**config.mk**
```make
export PLATFORM = sky130hd
export DESIGN_NAME = clk_gen_ctrl
export DESIGN_NICKNAME = d
export VERILOG_FILES = /design/src/clk_gen_pkg.sv /design/src/tick_div.sv /design/src/clk_gen_ctrl.sv
export SDC_FILE = /design/constraint.sdc
export NUM_CORES = 1
export LEC_CHECK = 0
export BUFFER_PORTS_ARGS = -buffer_cell sky130_fd_sc_hd__buf_4
export CORE_MARGIN = 3
export CORE_UTILIZATION = 40
export DETAILED_ROUTE_END_ITERATION = 7
export HOLD_SLACK_MARGIN = 0.15
export PLACE_DENSITY = 0.65
export SYNTH_ARGS = -nofsm -noshare
export SYNTH_HDL_FRONTEND = slang
export SYNTH_SLANG_ARGS = --single-unit
```
**constraint.sdc**
```tcl
create_clock -name clk_i -period 4.6 [get_ports clk_i]
set_clock_uncertainty 0.1 [all_clocks]
set_input_delay 0.92 -clock clk_i [delete_from_list [all_inputs] [get_ports clk_i]]
set_output_delay 0.92 -clock clk_i [all_outputs]
set_load 0.02 [all_outputs]
```
**src/clk_gen_pkg.sv**
```systemverilog
// Shared types and constants for the dual PLL clock generation control.
// Assumes a single 10 MHz system clock; PLL analog macros sit outside.
package clk_gen_pkg;

  // Core and secondary PLL divider settings
  typedef struct packed {
    logic [2:0]  output_divider;
    logic [12:0] fb_div;
    logic [5:0]  ref_div;
  } pll_cfg_t;

  // Fractional feedback control
  typedef struct packed {
    logic       en;
    logic [7:0] period;
    logic [7:0] fraction;
  } frac_cfg_t;

  // Boot values of the core PLL (multiply about 16.667)
  localparam logic [2:0]  CORE_OD_RST = 3'h2;
  localparam logic [12:0] CORE_FB_RST = 13'h0063;
  localparam logic [5:0]  CORE_REF_RST = 6'h00;
  localparam pll_cfg_t CORE_CFG_RST = '{CORE_OD_RST, CORE_FB_RST, CORE_REF_RST};

  // Secondary PLL idles with the same safe settings
  localparam pll_cfg_t PLL2_CFG_RST = '{CORE_OD_RST, CORE_FB_RST, CORE_REF_RST};
  localparam frac_cfg_t FRAC_CFG_RST = '{1'b0, 8'h00, 8'h00};

  // Soft reset pulse width
  localparam int SOFT_RST_NS = 1000;
  localparam int CLK_PERIOD_NS = 100;
  localparam int SOFT_RST_CYC = (SOFT_RST_NS + CLK_PERIOD_NS - 1) / CLK_PERIOD_NS;
  localparam logic [3:0] SOFT_RST_CNT = 4'(SOFT_RST_CYC);

  localparam logic [7:0] DIV_ZERO = 8'h00;

  // Cycles kept off the PLL so a stale synchronised lock is never trusted
  localparam logic [1:0] SETTLE_CNT = 2'h3;

  // Clock source switch
  typedef enum logic [1:0] {
    SW_PLL    = 2'b00,
    SW_OSC    = 2'b01,
    SW_RELOCK = 2'b10,
    SW_LOWPWR = 2'b11
  } sw_state_t;

endpackage

```
**src/tick_div.sv**
```systemverilog
// Divides a stream of source ticks: one output pulse per (div_i + 1) ticks.
// Source ticks and the divider value live on the system clock.
`timescale 1ns/10ps
`default_nettype none
module tick_div (
  // Clock and reset
  input wire logic clk_i,
  input wire logic rstn_i,
  // Source and setting
  input wire logic tick_i,
  input wire logic [7:0] div_i,
  // Divided tick
  output logic tick_o
);

  logic [7:0] cnt_r;
  logic [7:0] cnt_nxt;
  logic hit;

  // A shrinking setting never strands the count above the new limit
  assign hit = tick_i && (cnt_r >= div_i);
  assign tick_o = hit;

  always_comb begin
    cnt_nxt = cnt_r;
    if (hit) begin
      cnt_nxt = clk_gen_pkg::DIV_ZERO;
    end else if (tick_i) begin
      cnt_nxt = cnt_r + 8'h01;
    end
  end

  always_ff @(posedge clk_i or negedge rstn_i) begin
    if (!rstn_i) begin
      cnt_r <= 8'h00;
    end else begin
      cnt_r <= cnt_nxt;
    end
  end

endmodule
`default_nettype wire

```
**src/clk_gen_ctrl.sv**
```systemverilog
// Clock generation control: core PLL and secondary PLL settings, glitch-free
// source switching, derived clock enables, fractional feedback sequencing,
// application clock divider and the soft reset that spares the PLL state.
// Assumes the PLL macros take the settings and report lock asynchronously;
// PLL output ticks arrive as one-cycle pulses on the system clock.
`timescale 1ns/10ps
`default_nettype none

module clk_gen_ctrl (
  // Clock and reset
  input wire logic clk_i,
  input wire logic rstn_i,
  // Core PLL configuration
  input wire logic core_cfg_wr_i,
  input wire clk_gen_pkg::pll_cfg_t core_cfg_i,
  // Secondary PLL configuration
  input wire logic pll2_cfg_wr_i,
  input wire clk_gen_pkg::pll_cfg_t pll2_cfg_i,
  input wire logic pll2_src_core_i,
  input wire clk_gen_pkg::frac_cfg_t frac_cfg_i,
  input wire logic app_en_i,
  input wire logic [7:0] app_div_i,
  // Clock dividers and power
  input wire logic [7:0] tile_div_i,
  input wire logic [7:0] switch_div_i,
  input wire logic [7:0] ref_div_i,
  input wire logic low_power_i,
  input wire logic soft_rst_req_i,
  // From the PLL macros
  input wire logic core_tick_i,
  input wire logic pll2_tick_i,
  input wire logic core_lock_i,
  input wire logic pll2_lock_i,
  // To the PLL macros
  output clk_gen_pkg::pll_cfg_t core_cfg_o,
  output clk_gen_pkg::pll_cfg_t pll2_cfg_o,
  output logic [12:0] pll2_fb_eff_o,
  output logic pll2_src_core_o,
  output logic pll_lowpower_o,
  // Derived clocks and status
  output logic tile_ce_o,
  output logic switch_ce_o,
  output logic ref_ce_o,
  output logic app_clock_out_pin_o,
  output logic tile1_clock_port_o,
  output logic on_pll_o,
  output logic soft_rstn_o
);

  logic rst_s1_r;
  logic rst_s2_r;
  logic rstn;

  always_ff @(posedge clk_i or negedge rstn_i) begin
    if (!rstn_i) begin
      rst_s1_r <= 1'b0;
      rst_s2_r <= 1'b0;
    end else begin
      rst_s1_r <= 1'b1;
      rst_s2_r <= rst_s1_r;
    end
  end
  assign rstn = rst_s2_r;

  // Lock indications come from the analog side
  logic clock_s1_r;
  logic clock_s2_r;
  logic lock2_s1_r;
  logic lock2_s2_r;

  always_ff @(posedge clk_i or negedge rstn) begin
    if (!rstn) begin
      clock_s1_r <= 1'b0;
      clock_s2_r <= 1'b0;
      lock2_s1_r <= 1'b0;
      lock2_s2_r <= 1'b0;
    end else begin
      clock_s1_r <= core_lock_i;
      clock_s2_r <= clock_s1_r;
      lock2_s1_r <= pll2_lock_i;
      lock2_s2_r <= lock2_s1_r;
    end
  end

  // PLL settings: reset only by the power-on reset, never by soft reset
  clk_gen_pkg::pll_cfg_t core_cfg_r;
  clk_gen_pkg::pll_cfg_t core_cfg_nxt;
  clk_gen_pkg::pll_cfg_t pll2_cfg_r;
  clk_gen_pkg::pll_cfg_t pll2_cfg_nxt;
  clk_gen_pkg::frac_cfg_t frac_r;
  clk_gen_pkg::frac_cfg_t frac_nxt;
  logic src_core_r;
  logic src_core_nxt;

  always_comb begin
    core_cfg_nxt = core_cfg_r;
    pll2_cfg_nxt = pll2_cfg_r;
    frac_nxt = frac_r;
    src_core_nxt = src_core_r;
    if (core_cfg_wr_i) begin
      core_cfg_nxt = core_cfg_i;
    end
    if (pll2_cfg_wr_i) begin
      pll2_cfg_nxt = pll2_cfg_i;
      frac_nxt = frac_cfg_i;
      src_core_nxt = pll2_src_core_i;
    end
  end

  always_ff @(posedge clk_i or negedge rstn) begin
    if (!rstn) begin
      core_cfg_r <= clk_gen_pkg::CORE_CFG_RST;
      pll2_cfg_r <= clk_gen_pkg::PLL2_CFG_RST;
      frac_r <= clk_gen_pkg::FRAC_CFG_RST;
      src_core_r <= 1'b0;
    end else begin
      core_cfg_r <= core_cfg_nxt;
      pll2_cfg_r <= pll2_cfg_nxt;
      frac_r <= frac_nxt;
      src_core_r <= src_core_nxt;
    end
  end

  // The frequency itself is set by the macro from these fields
  assign core_cfg_o = core_cfg_r;
  assign pll2_cfg_o = pll2_cfg_r;
  assign pll2_src_core_o = src_core_r;

  // Source switch: consumers park on the oscillator while the PLL settles
  clk_gen_pkg::sw_state_t sw_r;
  clk_gen_pkg::sw_state_t sw_nxt;
  logic [1:0] settle_r;
  logic [1:0] settle_nxt;

  always_comb begin
    sw_nxt = sw_r;
    // Lock passes two flops, so wait that out before believing it again
    settle_nxt = (settle_r != 2'h0) ? settle_r - 2'h1 : settle_r;
    if (sw_r == clk_gen_pkg::SW_OSC || sw_r == clk_gen_pkg::SW_LOWPWR) begin
      settle_nxt = clk_gen_pkg::SETTLE_CNT;
    end
    case (sw_r)
      clk_gen_pkg::SW_PLL: begin
        if (low_power_i) begin
          sw_nxt = clk_gen_pkg::SW_LOWPWR;
        end else if (core_cfg_wr_i || !clock_s2_r) begin
          sw_nxt = clk_gen_pkg::SW_OSC;
        end
      end
      clk_gen_pkg::SW_OSC: begin
        sw_nxt = low_power_i ? clk_gen_pkg::SW_LOWPWR : clk_gen_pkg::SW_RELOCK;
      end
      clk_gen_pkg::SW_RELOCK: begin
        if (low_power_i) begin
          sw_nxt = clk_gen_pkg::SW_LOWPWR;
        end else if (core_cfg_wr_i) begin
          sw_nxt = clk_gen_pkg::SW_OSC;
        end else if (clock_s2_r && core_tick_i && (settle_r == 2'h0)) begin
          sw_nxt = clk_gen_pkg::SW_PLL;
        end
      end
      clk_gen_pkg::SW_LOWPWR: begin
        if (!low_power_i) begin
          sw_nxt = clk_gen_pkg::SW_RELOCK;
        end
      end
      default: begin
        sw_nxt = clk_gen_pkg::SW_OSC;
      end
    endcase
  end

  always_ff @(posedge clk_i or negedge rstn) begin
    if (!rstn) begin
      sw_r <= clk_gen_pkg::SW_RELOCK;
      settle_r <= clk_gen_pkg::SETTLE_CNT;
    end else begin
      sw_r <= sw_nxt;
      settle_r <= settle_nxt;
    end
  end

  logic on_pll;
  logic src_tick;
  assign on_pll = (sw_r == clk_gen_pkg::SW_PLL);
  assign pll_lowpower_o = (sw_r == clk_gen_pkg::SW_LOWPWR);
  assign on_pll_o = on_pll;
  // Off the PLL every system cycle stands for an oscillator tick
  assign src_tick = on_pll ? core_tick_i : 1'b1;

  // Tile and switch divide on their own; reference has its own divider
  tick_div u_tile_div (
    .clk_i(clk_i),
    .rstn_i(rstn),
    .tick_i(src_tick),
    .div_i(tile_div_i),
    .tick_o(tile_ce_o)
  );

  tick_div u_switch_div (
    .clk_i(clk_i),
    .rstn_i(rstn),
    .tick_i(src_tick),
    .div_i(switch_div_i),
    .tick_o(switch_ce_o)
  );

  tick_div u_ref_div (
    .clk_i(clk_i),
    .rstn_i(rstn),
    .tick_i(src_tick),
    .div_i(ref_div_i),
    .tick_o(ref_ce_o)
  );

  // Fractional sequencing counts secondary PLL input clocks
  logic pll2_in_tick;
  logic [7:0] frac_cnt_r;
  logic [7:0] frac_cnt_nxt;
  logic [12:0] fb_eff_r;
  logic [12:0] fb_eff_nxt;

  assign pll2_in_tick = src_core_r ? (on_pll && core_tick_i) : 1'b1;

  always_comb begin
    frac_cnt_nxt = frac_cnt_r;
    fb_eff_nxt = pll2_cfg_r.fb_div;
    if (frac_r.en) begin
      if (pll2_in_tick) begin
        frac_cnt_nxt = (frac_cnt_r >= frac_r.period) ? 8'h00 : frac_cnt_r + 8'h01;
      end
      // Settings with fraction not below period give fb_div + 1 on every cycle
      if (frac_cnt_r <= frac_r.fraction) begin
        fb_eff_nxt = pll2_cfg_r.fb_div + 13'h0001;
      end
    end else begin
      frac_cnt_nxt = 8'h00;
    end
  end

  always_ff @(posedge clk_i or negedge rstn) begin
    if (!rstn) begin
      frac_cnt_r <= 8'h00;
      fb_eff_r <= clk_gen_pkg::CORE_FB_RST;
    end else begin
      frac_cnt_r <= frac_cnt_nxt;
      fb_eff_r <= fb_eff_nxt;
    end
  end
  assign pll2_fb_eff_o = fb_eff_r;

  // Application clock: toggle every (app_div + 1) ticks, so period is even
  logic app_half;
  logic app_clk_r;
  logic app_clk_nxt;

  tick_div u_app_div (
    .clk_i(clk_i),
    .rstn_i(rstn),
    .tick_i(pll2_tick_i && lock2_s2_r && app_en_i),
    .div_i(app_div_i),
    .tick_o(app_half)
  );

  always_comb begin
    app_clk_nxt = app_clk_r;
    if (!app_en_i) begin
      app_clk_nxt = 1'b0;
    end else if (app_half) begin
      app_clk_nxt = !app_clk_r;
    end
  end

  // Soft reset: counted low pulse; PLL state above is untouched
  logic [3:0] srst_cnt_r;
  logic [3:0] srst_cnt_nxt;

  always_comb begin
    srst_cnt_nxt = srst_cnt_r;
    if (soft_rst_req_i) begin
      srst_cnt_nxt = clk_gen_pkg::SOFT_RST_CNT;
    end else if (srst_cnt_r != 4'h0) begin
      srst_cnt_nxt = srst_cnt_r - 4'h1;
    end
  end

  always_ff @(posedge clk_i or negedge rstn) begin
    if (!rstn) begin
      app_clk_r <= 1'b0;
      srst_cnt_r <= 4'h0;
    end else begin
      app_clk_r <= app_clk_nxt;
      srst_cnt_r <= srst_cnt_nxt;
    end
  end

  assign app_clock_out_pin_o = app_clk_r;
  assign tile1_clock_port_o = app_clk_r;
  assign soft_rstn_o = rstn && (srst_cnt_r == 4'h0);

endmodule
`default_nettype wire

```
==> metrics list, run 1 <==
- The flow ran to the end, and the final reports show no timing, DRC or antenna violations.
- Sequential cell area fraction in the yosys report: 48.8%
- The largest individual stage delay along the critical path comes from the cell a221oi_4.
- The later pin in the worst-skew pair is clocked with a latency of roughly 410 ps.
- Cell type contributing the most total cell area after synthesis: dfrtp_1
* Combined area of all synthesized cells: 0.00671 mm²
- Synthesized area per cell: 10.6 µm²
- The worst setup path is launched from a primary input.
- TritonCTS created 17 clock buffers.
- Maximum fanout along the worst path: 10
- In this run the worst hold path is classified as primary input to async pin.
* Setup-failing EPs final: 0
- After clock tree synthesis, the flow added hold-fix buffers numbering 0.
- For this run, the detailed router's first-pass iteration total came to 4.
* Share of the synthesized area in the top cell type: about 42%
* Post-synthesis register bit count: 130
- Fin crit period: 3540 ps
- Sum of buffers and inverters on the critical path: 3
- Classification of the worst setup path: primary input to primary output
- Once the clock tree was built, the setup fixing pass inserted 0 buffers.
- Core box area: 0.0162 mm²
- The clock passes through at most 2 buffers.
- Power spread over the standard cell area amounts to 454 mW/mm².
* Top achievable clock speed: 283 MHz
* Post-DP HPWL: about 11 mm
- The number of antenna violations at the first check in global routing was 0.
- Setup repair after global routing left no endpoint under its margin.
- Number of enable-type register cells in the synthesized netlist: 0
* Top cells by count, synth: dfrtp_1 (113), inv_1 (67), nand2_1 (65)
* Kind of end point of the critical path: primary output
- Leading cell types by total area after synthesis: dfrtp_1 (42%), ha_1 (11%), mux2_2 (8.2%)
- For this run, the leading register cell type out of synthesis is dfrtp_1.
- Count of H-tree levels built during CTS: 4
- Sum of overflow across all layers after global routing: 0
- Number of input and output port buffers inserted: 170
* Layout Utilization: between 50 and 60%
- The tree built by TritonCTS fans out to 130 sinks.
- After clock tree synthesis, the clock-pin slew on the worst setup and hold paths is 50 ps.
- At the pin with the least slew margin, the transition time is 873 ps.
- In this run the horizontal extent of the chip is 136 µm.
- Async S/R FF share, synth: 100%
- Once the floorplan was initialized, standard cells occupied 41.5% of the core.
- After the first detailed-routing iteration, the DRC count stood at roughly 220.
- Global routing consumed, over all layers together, 17.1% of the routing resources.
- In this design, the critical path's most frequently occurring cell is buf_4.
* Critical path arrival: 2520 ps
- Across all layers, the routed design uses 5,223 vias.
- Detail-routed via count per cell: 5.03
- The number of pins with negative max-slew slack in the final report is 0.
* Number of remaining DRC errors: 0
* Die height: 136 µm
* Pwr Total: 4000 µW
- Crit-path leading delay family: compound AO/OA/AOI/OAI gates
- The number of global-route vias before repair is 5,387.
- Worst-case headroom to the max-slew limit: 41.8%
* Number of gates resized after CTS: 0
- Layout area overhead: 31.1%
- The synthesized netlist contains between 40 and 50 unique library cells.
* Average routed wire per standard cell: 14.6 µm
- Share of the clock period used by the worst path after layout: 77.0%
- Layout cells sized above 1: 34.2%
* Syn Inst Count: 634
- The count of nets left with antenna violations once routing finished came out at 0.
* Leakage power figure: 0.00435 µW
* Hold Vio Cnt, Final: 0
- In this design, the stage delay of the slowest critical-path cell is 510 ps.
- First-pass GRT wire length: around 26 mm
- The critical path goes through buf_4 > inv_1 > ha_1 > a211oi_1 > o21ai_0 > a221oi_4 > nor2_1 > buf_4.
- Boundary Pins: 171
* Total negative slack: 0 ps
- Most common cell in the netlist: dfrtp_1
- The congestion estimate from routability-driven global placement came to 0.794.
- Max-cap violations in this run came to 0.
* Synthesis warning total: 0
* Clock tree from TritonCTS: done
- The cell sitting at the root of the clock tree is a clkbuf_16.
* Total wire length: approximately 15 mm
- Data on the critical path is required at its endpoint by around 3600 ps.
* Floorplan die area: 0.0184 mm²
- Pin count of the biggest net entering global routing: 69
- Antenna cells: 0
* Fin nets: 971
* Setup slack of the most critical reg-to-reg path: ~2300 ps
- Across the VDD grid, the largest voltage drop is 254 µV.
* Placement row count: 46
* Syn nets: 796
==> routing by layer <==
metal / GRT usage, % / routed length [µm]
met4: 4.98 / 162
met1: 21.5 / 6470
met5: 0 / 0
met3: 4.49 / 754
met2: 29.3 / 7720
==> final cells by class <==
| type | count | area (µm²) |
|---|---|---|
| Sequential cell | 130 | 3280 |
| Clock buffer | 17 | 425 |
| Clock inverter | 15 | 161 |
| Multi-Input combinational cell | 421 | 3120 |
| Fill cell | 1427 | 7370 |
| Inverter | 67 | 251 |
| Timing Repair Buffer | 172 | 1290 |
| Tap cell | 216 | 270 |
==> cell families (layout without fill, tap and decap cells) <==
logic type	Yosys count	in the layout	share of synthesized area [%]
adders and majority gates	57	57	10.6
buffers and inverters	83	271	4.77
muxes	52	52	8.67
and+or+nand+nor	170	170	12.6
other	1	1	0.0559
AOI/OAI and AO/OA	125	125	12.4
DFF	130	130	48.8
xor gates and xnor gates	16	16	2.09
==> sequential cells by signal, summed over array words and instances, names as in the netlist <==
register	count
core_cfg_o	22
pll2_cfg_o	22
frac_r	17
pll2_fb_eff_o	13
frac_cnt_r	8
u_app_div.cnt_r	8
u_ref_div.cnt_r	8
u_switch_div.cnt_r	8
u_tile_div.cnt_r	8
srst_cnt_r	4
settle_r	2
sw_r	2
app_clock_out_pin_o	1
clock_s1_r	1
clock_s2_r	1
lock2_s1_r	1
lock2_s2_r	1
pll2_src_core_o	1
rst_s1_r	1
rst_s2_r	1
==> where the power goes <==
group | switching [µW] | internal, µW | leakage (µW)
Sequential | 220 | 1360 | 0.00157
Clock | 513 | 801 | 0.000276
Combinational | 579 | 523 | 0.00251
Total | 1310 | 2680 | 0.00435
==> cells in the final DEF (no fill, tap or decap), drive strengths merged, types with 6 or more instances in the layout <==
master / count
a21oi: 28
a22o: 6
and3: 11
buf: 172
clkbuf: 17
clkinv: 7
dfrtp: 113
dfstp: 17
ha: 57
inv: 69
mux2: 49
nand2: 65
nand2b: 18
nand3: 21
nand4: 14
nor2: 18
o21ai: 47
o22ai: 12
xnor2: 12
==> worst reg2reg max path, delay by kind of cell (launching register included) <==
family | cells | cell delay [ps]
buffers and inverters | 1 | 70
AOI/OAI and AO/OA | 4 | 1020
DFF | 1 | 440
adders and majority gates | 1 | 260
and+or+nand+nor | 2 | 360
==> final timing paths <==
| path | from | to | cells past startpoint |
|---|---|---|---|
| worst max-delay path | ref_div_i[3] | ref_ce_o | 8 |
| worst min-delay path | rstn_i | rst_s2_r | 1 |
| worst max register to register | u_switch_div.cnt_r[0] | u_switch_div.cnt_r[2] | 8 |
| worst min register to register | rst_s1_r | rst_s2_r | 0 |
| max in group asynchronous | rst_s2_r | frac_r[11] | 1 |
| min in group clk_i | rst_s1_r | rst_s2_r | 0 |
==> stage by stage <==
stage                     instance area, µm²  setup WS, ps  hold slack [ps]  cells
after CTS                               8800          1050              155   1038
after global routing                    8800           961              154   1038
after floorplan                         6710          23.1              231    634
after detailed placement                8220          1060              236   1006
after global placement                  8220          1120              234   1006
final                                   8800          1060              182   1038
(Power assumes the default switching activity.)
==> run 2: changes to the inputs <==
==> constraint.sdc (replaced) <==
create_clock -name clk_i -period 3.5 [get_ports clk_i]
set_clock_uncertainty 0.1 [all_clocks]
set_input_delay 0.7 -clock clk_i [delete_from_list [all_inputs] [get_ports clk_i]]
set_output_delay 0.7 -clock clk_i [all_outputs]
set_load 0.02 [all_outputs]
==> run 2 against run 1 <==
Net effect:
- routed wire length shrank 0.30%
- cell area up 0.27%
- combinational power up 34%
- non-clock buffer count is 2 higher
- setup slack worse by 760 ps
- utilization increased by 0.15 points
- worst hold slack improved by 65 ps
==> metrics list, run 2 (synthesis gave the netlist of run 1 again) <==
* Via count: 5,210 (was 5,223)
- Class of the worst hold path: flip-flop to flip-flop (was primary input to async pin)
- The library cell used as clock root buffer was clkbuf_16 (unchanged).
- The detailed-placement wirelength estimate is 11.4 mm (was 11.5 mm).
* Clock input transition at the sequential cells of the worst setup and hold paths: 60 ps (was 50 ps)
- Number of remaining DRC errors: 0 (unchanged)
- The reg-to-reg critical path startpoint is u_tile_div.cnt_r[0] (was u_switch_div.cnt_r[0]).
- The signal arrival time at the worst endpoint is 2400 ps (was 2520 ps).
- The maximum ir drop on the vdd rail was 347 µV (was 254 µV).
* Placement row count: 46 (unchanged)
- The number of buffers and inverters on the critical path came to 2 (was 3).
- Number of DRC markers in iteration 0: 183 (was 216)
* Worst reg2reg path endpoint: u_tile_div.cnt_r[2] (was u_switch_div.cnt_r[2])
- Hold Crit Start: clock_s1_r
- The mean routed wirelength per cell is 14.5 µm (was 14.6 µm).
- Clock network latency to the later pin of the worst-skew pair: 420 ps (was 410 ps)
- Vias in the first global route: 5,282 (was 5,387)
- Setup-failing EPs final: 0 (unchanged)
* Share of the clock period used by the worst path after layout: 91.4%
* Die height: 136 µm (unchanged)
- The number of buffers on the longest clock path came to 2 (unchanged).
- Internal power of the cells: 3550 µW (was 2680 µW)
- Portion of total power attributed to combinational logic: 27.8% (was 27.6%)
- The net total in the final layout came to 973 (was 971).
- The area growth from synthesis to layout was 31.5% (was 31.1%).
* Commonest cells after routing, fill and taps aside: buf_4 (173), dfrtp_1 (112), inv_1 (67) (was buf_4 (172), dfrtp_1 (112), inv_1 (67))
* Number of input and output port buffers inserted: 170 (unchanged)
- The number of pins with negative max-slew slack in the final report is 0 (unchanged).
* Number of sinks driven by the clock tree: 130 (unchanged)
* Pin count of the biggest net entering global routing: 66 (was 69)
* Pre-CTS setup slack: 388 ps (was 1060 ps)
- Switching power summed over all nets: 1730 µW (was 1310 µW)
* Post-CTS Setup Repair Bufs: 0 (unchanged)
- The mean number of vias per cell came to 5.01 (was 5.03).
- The maximum fanout along the worst path came to 9 (was 10).
- The max-capacitance violation count was 0 (unchanged).
- Antenna cells: 0 (unchanged)
* Kind of end point of the critical path: primary output (unchanged)
* Leakage power figure: 0.00437 µW (was 0.00435 µW)
* Floorplan die area: 0.0184 mm² (unchanged)
- Ordered cell list for the critical path: inv_1 > ha_1 > nand2b_1 > a21oi_1 > o21ai_0 > a221oi_4 > nor2_1 > buf_4 (was buf_4 > inv_1 > ha_1 > a211oi_1 > o21ai_0 > a221oi_4 > nor2_1 > buf_4).
- The number of antenna violations at the first check in global routing was 0 (unchanged).
- Fin crit period: 3200 ps
* Number of gates resized after CTS: 0 (unchanged)
- Hold Path Cell Cnt: 0
- Portion of total power attributed to the clock network: 33.3% (was 32.9%)
- Core box area: 0.0162 mm² (unchanged)
* Gr usage total: 16.8% (was 17.1%)
* Most common cell after layout, fill and taps aside: buf_4 (unchanged)
* Hold Vio Cnt, Final: 0 (unchanged)
* Slew at the pin closest to its max-slew limit: 831 ps (was 873 ps)
- The type of element launching the critical path was a flip-flop (was primary input).
* Fraction of power spent switching nets: 32.8% (about the same)
- Number of standard cells in the final layout excluding fillers: 1,040 (was 1,038)
- Cell count after placement: 1,007 (was 1,006)
- Total clock buffers created by CTS: 17 (unchanged)
- The max-slew headroom at the worst pin came to 44.6% (was 41.8%).
- The depth of the CTS H-tree came to 4 (unchanged).
- Final worst-path setup slack: 299 ps (was 1060 ps)
* Total negative slack: 0 ps (unchanged)
* Part of the power in registers: 38.9% (was 39.5%)
- Horiz. Die Dim: 136 µm (unchanged)
- The length of the first detailed-routing pass in iterations came to 7 (was 4).
- Power density over the cells: 599 mW/mm² (was 454 mW/mm²)
- Timing would allow up to 312 MHz.
- The aggregate global routing overflow came to 0 (unchanged).
- First-pass GRT wire length: 24.9 mm (was 25.6 mm)
- The start-to-end type of the worst setup path was flip-flop to primary output (was primary input to primary output).
* Boundary Pins: 171 (unchanged)
- The cell family with the largest share of critical-path delay is compound AO/OA/AOI/OAI gates (unchanged).
- The internal reg-to-reg setup slack came to 1130 ps (was 2280 ps).
* Initial core utilization: 41.5% (unchanged)
- The data required time at the worst endpoint is 2700 ps (was 3580 ps).
- For hold timing, the worst endpoint is clock_s2_r.
- The final hold slack was 246 ps (was 182 ps).
* Crit-path max cell delay: 500 ps (was 510 ps)
- Clock tree from TritonCTS: done (unchanged)
* Setup repair after global routing missed its margin: no (unchanged)
- The total routed wirelength was 15.1 mm (about the same).
- The remaining antenna violation count after routing came to 0 (unchanged).
* Layout cells sized above 1: 34.2% (about the same)
* Reg2reg path depth: 8 (unchanged)
- Final weighted congestion in routability-driven placement: 0.838 (was 0.794)
- Library cell contributing the largest single delay on the critical path: a221oi_4 (unchanged)
- Result of the run: finished clean (unchanged)
[run 2: what timing repair did]
| action | in CTS | in global routing |
|---|---|---|
| endpoints found under the setup margin | 0 | 0 |
| hold buffers | 1 | 0 |
| endpoints found under the hold margin | 2 | 0 |
[run 2: through the flow]
step	area (µm²)	utilization [%]	power, µW
final	8830	54.6	5290
after global routing	8830	54.6	5640
after CTS	8830	54.6	5360
after detailed placement	8220	50.8	3570
after global placement	8220	50.8	3480
after floorplan	6720	-	3030
[run 2: worst register-to-register path: stages, from the launching register on]
cell	delay, ps
dfrtp_1	430
inv_1	70
ha_1	280
nand2b_1	160
a21oi_1	160
o21ai_0	150
a221oi_4	500
nand2_1	210
o22ai_1	230
[run 2: worst max-delay path by stage]
stage | start | to | slack, ps | depth (start not counted)
6_report | u_tile_div.cnt_r[0] | tile_ce_o | 300 | 8
5_1_grt | u_ref_div.cnt_r[0] | ref_ce_o | 120 | 8
4_1_cts | u_tile_div.cnt_r[0] | tile_ce_o | 260 | 8
3_5_place_dp | tile_div_i[0] | tile_ce_o | 390 | 8
3_3_place_gp | ref_div_i[3] | ref_ce_o | 470 | 8
2_1_floorplan | rst_s2_r | soft_rstn_o | 480 | 1
[run 2: layer usage]
metal / vias up / global-route usage (%) / share of wire (%)
li1: 2581 / - / -
met1: 2467 / 20.6 / 42
met2: 145 / 28.7 / 52
met3: 17 / 4.38 / 5.0
met4: 0 / 6.05 / 1.3
met5: - / 0 / 0
[run 2: power by group through the flow]
stage | combinational, µW | sequential (µW) | clock (µW)
4_1_cts | 1490 | 2050 | 1820
3_3_place_gp | 1410 | 2070 | 0
5_1_grt | 1660 | 2100 | 1880
3_5_place_dp | 1490 | 2080 | 0
2_1_floorplan | 908 | 2120 | 0
6_report | 1470 | 2060 | 1760
[run 2: area by class of cell]
cell class / instances / area [µm²]
fillers: 1442 / 7350
flip-flops and latches: 130 / 3280
multi-input cells: 421 / 3120
repair buffers: 174 / 1310
clock buffers: 18 / 439
well taps: 216 / 270
inverters: 67 / 251
clock inverters: 14 / 154
